**config.mk**
```make
export PLATFORM = sky130hd
export DESIGN_NAME = aco_cell_octet_port
export DESIGN_NICKNAME = d
export VERILOG_FILES = /design/src/design/aco_skid_buf.v /design/src/design/aco_cell_octet_port.v
export VERILOG_INCLUDE_DIRS = /design/src /design/src/pkg
export SDC_FILE = /design/constraint.sdc
export NUM_CORES = 1
export LEC_CHECK = 0
export BUFFER_PORTS_ARGS = -buffer_cell sky130_fd_sc_hd__buf_4
export CAP_MARGIN = 20
export CORE_MARGIN = 1
export CORE_UTILIZATION = 60
export DETAILED_ROUTE_END_ITERATION = 8
export PLACE_DENSITY = 0.87
export SLEW_MARGIN = 15
export SYNTH_ARGS = -nofsm -noshare
export SYNTH_HDL_FRONTEND = slang
export SYNTH_SLANG_ARGS = --single-unit
```
**constraint.sdc**
```tcl
create_clock -name sys_clk -period 4.1 [get_ports sys_clk]
set_clock_uncertainty 0.1 [all_clocks]
set_input_delay 0 -clock sys_clk [delete_from_list [all_inputs] [get_ports sys_clk]]
set_output_delay 0 -clock sys_clk [all_outputs]
set_load 0.02 [all_outputs]
```
**src/pkg/aco_defines.vh**
```
// Constants for the ATM cell octet port
`ifndef ACO_DEFINES_VH
`define ACO_DEFINES_VH
`define ACO_DATA_W        8
`define ACO_CELL_OCTETS   53
`define ACO_CNT_W         6
`define ACO_BUF_DEPTH     2
`define ACO_ST_IDLE       2'h0
`define ACO_ST_WAIT_EDGE  2'h1
`define ACO_ST_SEND       2'h2
`endif

```
**src/design/aco_skid_buf.v**
```verilog
// Two-entry valid/ready buffer
`timescale 1ns/1ps
module aco_skid_buf #(
  parameter W = 9
) (
  input  wire         clk,
  input  wire         rst_n,
  input  wire [W-1:0] in_data,
  input  wire         in_valid,
  output wire         in_ready,
  output wire [W-1:0] out_data,
  output wire         out_valid,
  input  wire         out_ready
);
  reg  [W-1:0] mem_reg [0:1];
  reg          wr_ptr_reg;
  reg          rd_ptr_reg;
  reg  [1:0]   count_reg;
  wire         push;
  wire         pop;

  assign in_ready  = (count_reg != 2'h2);
  assign out_valid = (count_reg != 2'h0);
  assign out_data  = mem_reg[rd_ptr_reg];
  assign push      = in_valid & in_ready;
  assign pop       = out_valid & out_ready;

  always @(posedge clk or negedge rst_n) begin
    if (!rst_n) begin
      wr_ptr_reg <= 1'b0;
      rd_ptr_reg <= 1'b0;
      count_reg  <= 2'h0;
      mem_reg[0] <= {W{1'b0}};
      mem_reg[1] <= {W{1'b0}};
    end else begin
      if (push) begin
        mem_reg[wr_ptr_reg] <= in_data;
        wr_ptr_reg          <= ~wr_ptr_reg;
      end
      if (pop)
        rd_ptr_reg <= ~rd_ptr_reg;
      if (push && !pop)
        count_reg <= count_reg + 2'h1;
      else if (pop && !push)
        count_reg <= count_reg - 2'h1;
    end
  end
endmodule // aco_skid_buf

```
**src/design/aco_cell_octet_port.v**
```verilog
// ATM-layer side of the byte-wide cell transfer port
// Overview of operation
// - Enabled port writes one tx octet per rising tx clock with enable low.
// - Tx cell start is high with the first octet of each cell.
// - Octets seen with rx enable high are discarded.
// - Disabled port tristates its transmit pins and its rx read enable.
`timescale 1ns/1ps
`include "aco_defines.vh"
module aco_cell_octet_port #(
  parameter DATA_W     = `ACO_DATA_W,
  parameter CELL_OCTETS = `ACO_CELL_OCTETS
) (
  input  wire              sys_clk,
  input  wire              rst_n,
  input  wire              port_enable,
  // Transmit user side: whole cells, first octet flagged
  input  wire [DATA_W-1:0] tx_data,
  input  wire              tx_first,
  input  wire              tx_valid,
  output wire              tx_ready,
  // Receive user side
  output wire [DATA_W-1:0] rx_data,
  output wire              rx_first,
  output wire              rx_valid,
  input  wire              rx_ready,
  output wire              rx_cell_waiting,
  // Transmit pins
  input  wire              tx_fifo_clock,
  output reg  [DATA_W-1:0] tx_octet_bus,
  output reg               tx_write_enable_n,
  output reg               tx_cell_start,
  output wire              tx_pins_oe,
  input  wire              tx_cell_space_flag,
  // Receive pins
  input  wire              rx_fifo_clock,
  input  wire [DATA_W-1:0] rx_octet_bus,
  input  wire              rx_cell_start,
  input  wire              rx_cell_ready_flag,
  output wire              rx_read_enable_n,
  output wire              rx_read_enable_oe
);
  // Two-flop synchronisers for every pin input
  reg              txc_s1_reg, txc_s2_reg, txc_s3_reg;
  reg              rxc_s1_reg, rxc_s2_reg, rxc_s3_reg;
  reg              tca_s1_reg, tca_s2_reg;
  reg              rca_s1_reg, rca_s2_reg;
  reg [DATA_W-1:0] rxd_s1_reg, rxd_s2_reg;
  reg              rsoc_s1_reg, rsoc_s2_reg;
  wire             tx_rise;
  wire             rx_rise;

  always @(posedge sys_clk or negedge rst_n) begin
    if (!rst_n) begin
      txc_s1_reg  <= 1'b0;
      txc_s2_reg  <= 1'b0;
      txc_s3_reg  <= 1'b0;
      rxc_s1_reg  <= 1'b0;
      rxc_s2_reg  <= 1'b0;
      rxc_s3_reg  <= 1'b0;
      tca_s1_reg  <= 1'b0;
      tca_s2_reg  <= 1'b0;
      rca_s1_reg  <= 1'b0;
      rca_s2_reg  <= 1'b0;
      rxd_s1_reg  <= {DATA_W{1'b0}};
      rxd_s2_reg  <= {DATA_W{1'b0}};
      rsoc_s1_reg <= 1'b0;
      rsoc_s2_reg <= 1'b0;
    end else begin
      txc_s1_reg  <= tx_fifo_clock;
      txc_s2_reg  <= txc_s1_reg;
      txc_s3_reg  <= txc_s2_reg;
      rxc_s1_reg  <= rx_fifo_clock;
      rxc_s2_reg  <= rxc_s1_reg;
      rxc_s3_reg  <= rxc_s2_reg;
      tca_s1_reg  <= tx_cell_space_flag;
      tca_s2_reg  <= tca_s1_reg;
      rca_s1_reg  <= rx_cell_ready_flag;
      rca_s2_reg  <= rca_s1_reg;
      rxd_s1_reg  <= rx_octet_bus;
      rxd_s2_reg  <= rxd_s1_reg;
      rsoc_s1_reg <= rx_cell_start;
      rsoc_s2_reg <= rsoc_s1_reg;
    end
  end

  assign tx_rise = txc_s2_reg & ~txc_s3_reg;
  assign rx_rise = rxc_s2_reg & ~rxc_s3_reg;

  // ---------------- Transmit ----------------
  wire [DATA_W:0]  txb_data;
  wire             txb_valid;
  reg              txb_pop;
  reg  [1:0]       tx_state_reg;
  reg  [`ACO_CNT_W-1:0] tx_left_reg;

  aco_skid_buf #(.W(DATA_W + 1)) u_tx_buf (
    .clk       (sys_clk),
    .rst_n     (rst_n),
    .in_data   ({tx_first, tx_data}),
    .in_valid  (tx_valid & port_enable),
    .in_ready  (tx_ready),
    .out_data  (txb_data),
    .out_valid (txb_valid),
    .out_ready (txb_pop)
  );

  assign tx_pins_oe = port_enable;

  // Octets still owed after a cell's first one, cut to the counter width
  wire [31:0]           cell_octets_w;
  wire [`ACO_CNT_W-1:0] cell_rest;
  assign cell_octets_w = CELL_OCTETS;
  assign cell_rest     = cell_octets_w[`ACO_CNT_W-1:0] - {{(`ACO_CNT_W-1){1'b0}}, 1'b1};

  // Octets are put out on rising tx clock edges so the phy samples them
  // on its next rising edge, close to a full period of setup later.
  always @* begin
    txb_pop = 1'b0;
    if (port_enable && tx_rise && txb_valid) begin
      if (tx_state_reg == `ACO_ST_SEND)
        txb_pop = 1'b1;
      else if (tx_state_reg == `ACO_ST_IDLE && tca_s2_reg && txb_data[DATA_W])
        txb_pop = 1'b1;
    end
  end

  always @(posedge sys_clk or negedge rst_n) begin
    if (!rst_n) begin
      tx_state_reg      <= `ACO_ST_IDLE;
      tx_left_reg       <= {`ACO_CNT_W{1'b0}};
      tx_octet_bus      <= {DATA_W{1'b0}};
      tx_write_enable_n <= 1'b1;
      tx_cell_start     <= 1'b0;
    end else if (!port_enable) begin
      tx_state_reg      <= `ACO_ST_IDLE;
      tx_write_enable_n <= 1'b1;
      tx_cell_start     <= 1'b0;
    end else if (tx_rise) begin
      if (txb_pop) begin
        tx_octet_bus      <= txb_data[DATA_W-1:0];
        tx_write_enable_n <= 1'b0;
        tx_cell_start     <= (tx_state_reg == `ACO_ST_IDLE);
        if (tx_state_reg == `ACO_ST_IDLE) begin
          tx_left_reg  <= cell_rest;
          tx_state_reg <= `ACO_ST_SEND;
        end else begin
          tx_left_reg <= tx_left_reg - {{(`ACO_CNT_W-1){1'b0}}, 1'b1};
          if (tx_left_reg == {{(`ACO_CNT_W-1){1'b0}}, 1'b1})
            tx_state_reg <= `ACO_ST_IDLE;
        end
      end else begin
        tx_write_enable_n <= 1'b1;
        tx_cell_start     <= 1'b0;
        case (tx_state_reg)
          `ACO_ST_IDLE: tx_state_reg <= `ACO_ST_IDLE;
          `ACO_ST_SEND: tx_state_reg <= `ACO_ST_SEND;
          default:      tx_state_reg <= `ACO_ST_IDLE;
        endcase
      end
    end
  end

  // ---------------- Receive ----------------
  wire rxb_ready;
  reg  rx_en_n_reg;

  // Read enable is only asserted while the buffer has room for one octet
  // and the cell-ready flag is high; it changes on falling rx clock edges.
  wire rx_fall = ~rxc_s2_reg & rxc_s3_reg;
  always @(posedge sys_clk or negedge rst_n) begin
    if (!rst_n)
      rx_en_n_reg <= 1'b1;
    else if (!port_enable)
      rx_en_n_reg <= 1'b1;
    else if (rx_fall)
      rx_en_n_reg <= ~(rxb_ready & rca_s2_reg);
  end

  // Enable level seen by the phy at the last rising edge
  // Octet is taken two cycles after the rise, once every data bit has settled
  reg rx_en_seen_reg;
  reg rx_rise_d_reg;
  always @(posedge sys_clk or negedge rst_n) begin
    if (!rst_n) begin
      rx_en_seen_reg <= 1'b0;
      rx_rise_d_reg  <= 1'b0;
    end else begin
      rx_rise_d_reg <= rx_rise;
      if (rx_rise)
        rx_en_seen_reg <= ~rx_en_n_reg & port_enable;
    end
  end

  reg rx_take_reg;
  always @(posedge sys_clk or negedge rst_n) begin
    if (!rst_n)
      rx_take_reg <= 1'b0;
    else
      rx_take_reg <= rx_rise_d_reg & rx_en_seen_reg & port_enable;
  end

  assign rx_read_enable_n  = rx_en_n_reg;
  assign rx_read_enable_oe = port_enable;
  assign rx_cell_waiting   = rca_s2_reg & port_enable;

  aco_skid_buf #(.W(DATA_W + 1)) u_rx_buf (
    .clk       (sys_clk),
    .rst_n     (rst_n),
    .in_data   ({rsoc_s2_reg, rxd_s2_reg}),
    .in_valid  (rx_take_reg),
    .in_ready  (rxb_ready),
    .out_data  ({rx_first, rx_data}),
    .out_valid (rx_valid),
    .out_ready (rx_ready)
  );
endmodule // aco_cell_octet_port

```
## Word-level counts from Yosys, hierarchy flattened

Index checks and enable logic that the tools add are counted.

- $add $sub $neg: 5
- Magnitude comparators: 6
- Equal/unequal tests: 7
- Muxes and demuxes: 34
- Bitwise gates (word level): 26
- Reductions and logical operators: 21

Operators by type and width:

| operator | count |
|---|---|
| 2-to-1 mux 9 bit | 8 |
| bitwise mux 18 bit | 2 |
| 2-to-1 mux 2 bit | 10 |
| demux 9 bit (select 1 bit) | 2 |
| AND 1 bit | 13 |
| 2-to-1 mux 1 bit | 11 |
| logical AND 1 bit | 10 |
| inverter 1 bit | 9 |
| >= comparator 2 bit (second input constant) | 4 |
| inverter 1 -> 2 bit | 4 |
| nonzero test 2 bit | 4 |
| equality test 6 x 1 -> 1 bit (second input constant) | 1 |
| 2-to-1 mux 6 bit | 1 |
| subtractor 6 x 1 -> 6 bit (second input constant) | 1 |
| adder 2 x 1 -> 2 bit (second input constant) | 2 |
| logical NOT 1 bit | 4 |
| < comparator 2 x 1 -> 1 bit (second input constant) | 2 |
| != test 2 x 1 -> 1 bit (second input constant) | 2 |
| != test 2 bit (second input constant) | 2 |
| != test 4 bit (second input constant) | 1 |
| subtractor 2 x 1 -> 2 bit (second input constant) | 2 |
| AND reduction 3 bit | 1 |
| equality test 2 bit (second input constant) | 1 |
| logical NOT 2 bit | 1 |
| AND reduction 2 bit | 1 |

- Flip-flop bits (word level): 94
- Input port bits: 27
- Output and inout port bits: 25

## Depth between registers and ports, before layout

- Word-level depth: 12
- Gate-level depth with buffers: 9
- Gate-level depth less buffers: 7

## Cells and area by module

From an unflattened synthesis, not the netlist that was laid out.

- Cells, all modules: 245
- Area total of the unflattened synthesis: 3843.7 sq um

Modules (own cells, without submodules):

| module | times used | cells each | area an instance (sq um) |
|---|---|---|---|
| aco_skid_buf | 2 | 65 | 1061.0 |
| aco_cell_octet_port | 1 | 115 | 1721.7 |

## Worst setup path before layout

Ideal clock, no wire load.

- Path type: reg2reg
- Start point: register u_tx_buf.rd_ptr_reg
- End point: register u_tx_buf.count_reg[1]
- Setup time: 0.079 ns
- Data arrival time: 1.865 ns
- Data required time: 3.921 ns
- Path slack: 2.056 ns
- Stages on the path, launching flop included: 9
- Clock period less this slack: 2.044 ns
- Path through: dfrtp_1 > buf_6 > mux2i_1 > a211oi_4 > buf_6 > inv_1 > ha_1 > nor2_1 > xor2_1

- Cells in the longest elaborated chain, start to end: 12

Ends and longest elaborated chain:

| element | RTL line | RTL |
|---|---|---|
| start: declaration | aco_skid_buf.v:17 | `reg rd_ptr_reg;` |
| start signal: assignment | aco_skid_buf.v:41 | `rd_ptr_reg <= ~rd_ptr_reg;` |
| inverter 1 -> 2 bit (not written as such) * | aco_skid_buf.v:24 | `assign out_data = mem_reg[rd_ptr_reg];` |
| 2-to-1 mux 9 bit (not written as such) * (3 in a row) | aco_skid_buf.v:24 |  |
| logical AND 1 bit * | aco_cell_octet_port.v:122 | `` else if (tx_state_reg == `ACO_ST_IDLE && tca_s2_reg && txb_data[DATA_W]) `` |
| 2-to-1 mux 1 bit * | aco_cell_octet_port.v:122 |  |
| 2-to-1 mux 1 bit * | aco_cell_octet_port.v:120 | `` if (tx_state_reg == `ACO_ST_SEND) `` |
| 2-to-1 mux 1 bit * | aco_cell_octet_port.v:119 | `if (port_enable && tx_rise && txb_valid) begin` |
| AND 1 bit * | aco_skid_buf.v:26 | `assign pop = out_valid & out_ready;` |
| logical NOT 1 bit | aco_skid_buf.v:42 | `if (push && !pop)` |
| logical AND 1 bit | aco_skid_buf.v:42 |  |
| 2-to-1 mux 2 bit / nonzero test 2 bit (equally long branches) | - |  |
| end signal: assignment | aco_skid_buf.v:43 | `count_reg <= count_reg + 2'h1;` |
| end signal: assignment | aco_skid_buf.v:45 | `count_reg <= count_reg - 2'h1;` |
| end: declaration | aco_skid_buf.v:18 | `reg [1:0] count_reg;` |

Every way passes the cells marked *; elsewhere a longest branch is shown, timed or not. The select of a mux whose other input is x is not followed.
A chain may end at the register's enable or synchronous reset.

## Worst setup path after layout

- Start point: register u_tx_buf.rd_ptr_reg
- End point: register tx_state_reg[1]

- Cells in the longest elaborated chain, start to end: 11

Ends and longest elaborated chain:

| element | RTL line | RTL |
|---|---|---|
| inverter 1 -> 2 bit (not written as such) * | aco_skid_buf.v:24 |  |
| 2-to-1 mux 9 bit (not written as such) * (3 in a row) | aco_skid_buf.v:24 |  |
| logical AND 1 bit * | aco_cell_octet_port.v:122 |  |
| 2-to-1 mux 1 bit * | aco_cell_octet_port.v:122 |  |
| 2-to-1 mux 1 bit * | aco_cell_octet_port.v:120 |  |
| 2-to-1 mux 1 bit * | aco_cell_octet_port.v:119 |  |
| 2-to-1 mux 2 bit | aco_cell_octet_port.v:139 | `if (txb_pop) begin` |
| 2-to-1 mux 2 bit | aco_cell_octet_port.v:138 | `end else if (tx_rise) begin` |
| 2-to-1 mux 2 bit | aco_cell_octet_port.v:134 | `end else if (!port_enable) begin` |
| end signal: assignment | aco_cell_octet_port.v:129 | `` tx_state_reg <= `ACO_ST_IDLE; `` |
| end signal: assignment | aco_cell_octet_port.v:135 | `` tx_state_reg <= `ACO_ST_IDLE; `` |
| end signal: assignment | aco_cell_octet_port.v:145 | `` tx_state_reg <= `ACO_ST_SEND; `` |
| end: declaration | aco_cell_octet_port.v:93 | `reg [1:0] tx_state_reg;` |

Marked as above.

==> metrics.md <==
| Metric | Value |
|---|---|
| Seq pwr share | `0.480` |
| Status | `completed` |
| Net Sw Frac | `0.309` |
| Final setup fails | `0` |
| Drt via density | `5.45` |
| Hold_ws | `0.133 ns` |
| Input/output buffers | `51` |
| DRT antenna net count | `0` |
| Area of the multi-input gates | `1210 sq um` |
| H-tree depth | `3` |
| Synth area leader | `dfrtp_1` |
| Maximum VDD drop | `0.407 mV` |
| Internal power | `1.97 mW` |
| All-Layer GR Usage | `0.249` |
| Total clock sinks | `93` |
| Gate Count Post-Synth | `242` |
| Initial core utilization | `0.641` |
| Core area | `5680 sq um` |
| Wirelength, routed | `6880 microns` |
| Post_cts resized | `0` |
| Residual DRC | `0` |
| DRT iter0 DRCs | `131` |
| Power, Total | `2.85 mW` |
| DPL Wire Length | `4210 microns` |
| Synth area leaders | `dfrtp_1 (63%), mux2_2 (19%), ha_1 (1.7%)` |
| RSZ-0062 raised after global routing | `false` |
| Skew-Pair Late Insertion Delay | `0.36 ns` |
| Ant diodes | `0` |
| Area Overhead vs Synth | `25.0%` |
| Die footprint | `6380 sq um` |
| Critical path peak fanout | `18` |
| First-pass GRT wire length | `11400 microns` |
| Placed insts | `358` |
| Nets | `355` |
| Fin cells | `400` |
| Max-cap violations | `0` |
| FP Rows | `27` |
| Worst-margin pin slew | `0.888 ns` |
| Sequential cell area | `2330 sq um` |
| IO Count | `52` |
| Setup bufs post-CTS | `0` |
| Initial antenna violation count | `0` |
| Post-synth top area share | `0.626` |
| Psw | `0.879 mW` |
| Die extent in x | `79.9 microns` |
| Vias in the first global route | `2362` |
| Max Slew Vio Count | `0` |
| Synthesized cell area | `3640 sq um` |
| Crit end category | `register` |
| Yosys reg bits | `93` |
| CP Data Arrival Time | `2.82 ns` |
| Clk slew on worst S/H paths | `0.09 ns` |
| Syn avg cell area | `15.0 sq um` |
| CTS buffer count | `9` |
| Total negative slack | `0 ns` |
| Yosys cell types | `41` |
| Via count | `2180` |
| Combinational Power Share | `0.282` |
| Final Hold Fails | `0` |
| Asr flop ratio synth | `1.00` |
| CP required | `4.29 ns` |
| Worst Hold Class | `in -> async` |
| Drt pass-1 iters | `4` |
| Clock tree buffer depth | `2` |
| Max Clock Freq | `0.380 GHz` |
| Kind of critical path | `reg -> reg` |
| Placer Congestion | `0.742` |
| Critical path launch point type | `register` |
| Final period util | `0.641` |
| Min Tclk post-route | `2.63 ns` |
| CTS tree | `done` |
| Routed wire per std cell | `17.2 microns` |
| Power per cell area | `626 nW/um^2` |
| Number of synthesized flops with an enable pin | `0` |
| CTS root buf | `clkbuf_8` |
| Total grt overflow | `0` |
| P_leak | `2.16 nW` |
| Worst rel slew slack | `0.406` |
| Mapped Nets | `274` |
| Main synth FF type | `dfrtp_1` |
| Seq/Total Area, Yosys | `0.640` |
| CTS Hold Buffers Added | `26` |
| Fillers | `331` |
| Die Ht | `79.9 microns` |
| Largest net degree at the start of global routing | `58` |
| Fraction of layout cells with a size suffix above 1 | `0.415` |
| Warnings from Yosys | `0` |
| Clk network pwr share | `0.238` |
==> cells by family (layout without fill, tap and decap cells) <==
group,Yosys count,in the layout,synth area share
AOI/OAI and AO/OA,18,18,0.0402
muxes,64,64,0.197
and+or+nand+nor,33,33,0.0547
xor gates and xnor gates,10,10,0.0241
buffers and inverters,19,105,0.0265
DFF,93,93,0.640
adders and majority gates,5,5,0.0172
==> cell usage in the layout, fill, tap and decap left out, drive strengths merged, types with 3 or more instances in the layout <==
| master | instances |
|---|---|
| ha | 5 |
| o22ai | 3 |
| dlygate4sd3 | 26 |
| nand2b | 3 |
| clkbuf | 10 |
| and3 | 3 |
| dfrtp | 91 |
| xnor2 | 3 |
| xor2 | 7 |
| mux2 | 61 |
| mux2i | 3 |
| o21ai | 3 |
| inv | 13 |
| nor2 | 6 |
| buf | 52 |
| nand2 | 3 |
==> final cells by class <==
cell class                      instances  area share
Multi-Input combinational cell        130       0.267
Clock buffer                           10      0.0281
Clock inverter                          6      0.0209
Sequential cell                        93       0.512
Timing Repair Buffer                   78       0.143
Inverter                               11     0.00908
Tap cell                               72      0.0198
==> synthesized netlist by cell type (3+ instances only) <==
| library cell | number |
|---|---|
| mux2_2 | 61 |
| xnor2_1 | 3 |
| xor2_1 | 7 |
| nor2_1 | 6 |
| ha_1 | 5 |
| nand2_1 | 3 |
| o22ai_1 | 3 |
| dfrtp_1 | 91 |
| mux2i_1 | 3 |
| and3_1 | 3 |
| o21ai_0 | 3 |
| inv_1 | 10 |
| nand2b_1 | 3 |
==> power by group through the flow <==
stage | Combinational (mW) | Clock, mW | Sequential, mW
5_1_grt | 0.875 | 0.720 | 1.40
3_5_place_dp | 0.777 | 0 | 1.38
2_1_floorplan | 0.539 | 0 | 1.35
6_report | 0.804 | 0.677 | 1.37
3_3_place_gp | 0.748 | 0 | 1.37
4_1_cts | 0.807 | 0.689 | 1.36
==> layer usage <==
metal  routed length (microns)  GRT usage  vias up  share of wire
li1                          -          -     1009              -
met1                      2890      0.296     1084           0.42
met2                      3570      0.430       65           0.52
met3                       230     0.0491       22          0.033
met4                       189      0.130        0          0.027
met5                         0          0        -              0
==> worst max-delay path, stage by stage (launching register included) <==
cell and delay [ns]:
dfrtp_1 0.64, mux2i_1 0.20, a211oi_4 0.80, ha_1 0.40, o31a_1 0.31, a21oi_1 0.11
==> worst paths after layout <==
| kind | startpoint | endpoint | slack (ns) | cells after the start |
|---|---|---|---|---|
| min reg2reg | rxd_s1_reg[2] | rxd_s2_reg[2] | 0.25 | 0 |
| min | rst_n | u_tx_buf.count_reg[0] | 0.13 | 2 |
| min in group sys_clk | rx_octet_bus[0] | rxd_s1_reg[0] | 0.19 | 2 |
| max in group asynchronous | rst_n | rx_read_enable_n | 2.82 | 3 |
| max | u_tx_buf.rd_ptr_reg | tx_state_reg[1] | 1.47 | 5 |
| max reg2reg | u_tx_buf.rd_ptr_reg | tx_state_reg[1] | 1.47 | 5 |
==> per-stage QoR <==
stage                     utilization  worst slack [ns]  cell area (sq um)
final                           0.801              1.47               4550
after global routing            0.801              1.28               4550
after CTS                       0.801              1.47               4550
after detailed placement        0.716              1.55               4060
after global placement          0.716              1.62               4060
after floorplan                     -              2.06               3640
Note: power is estimated with default switching activity, not from simulation.
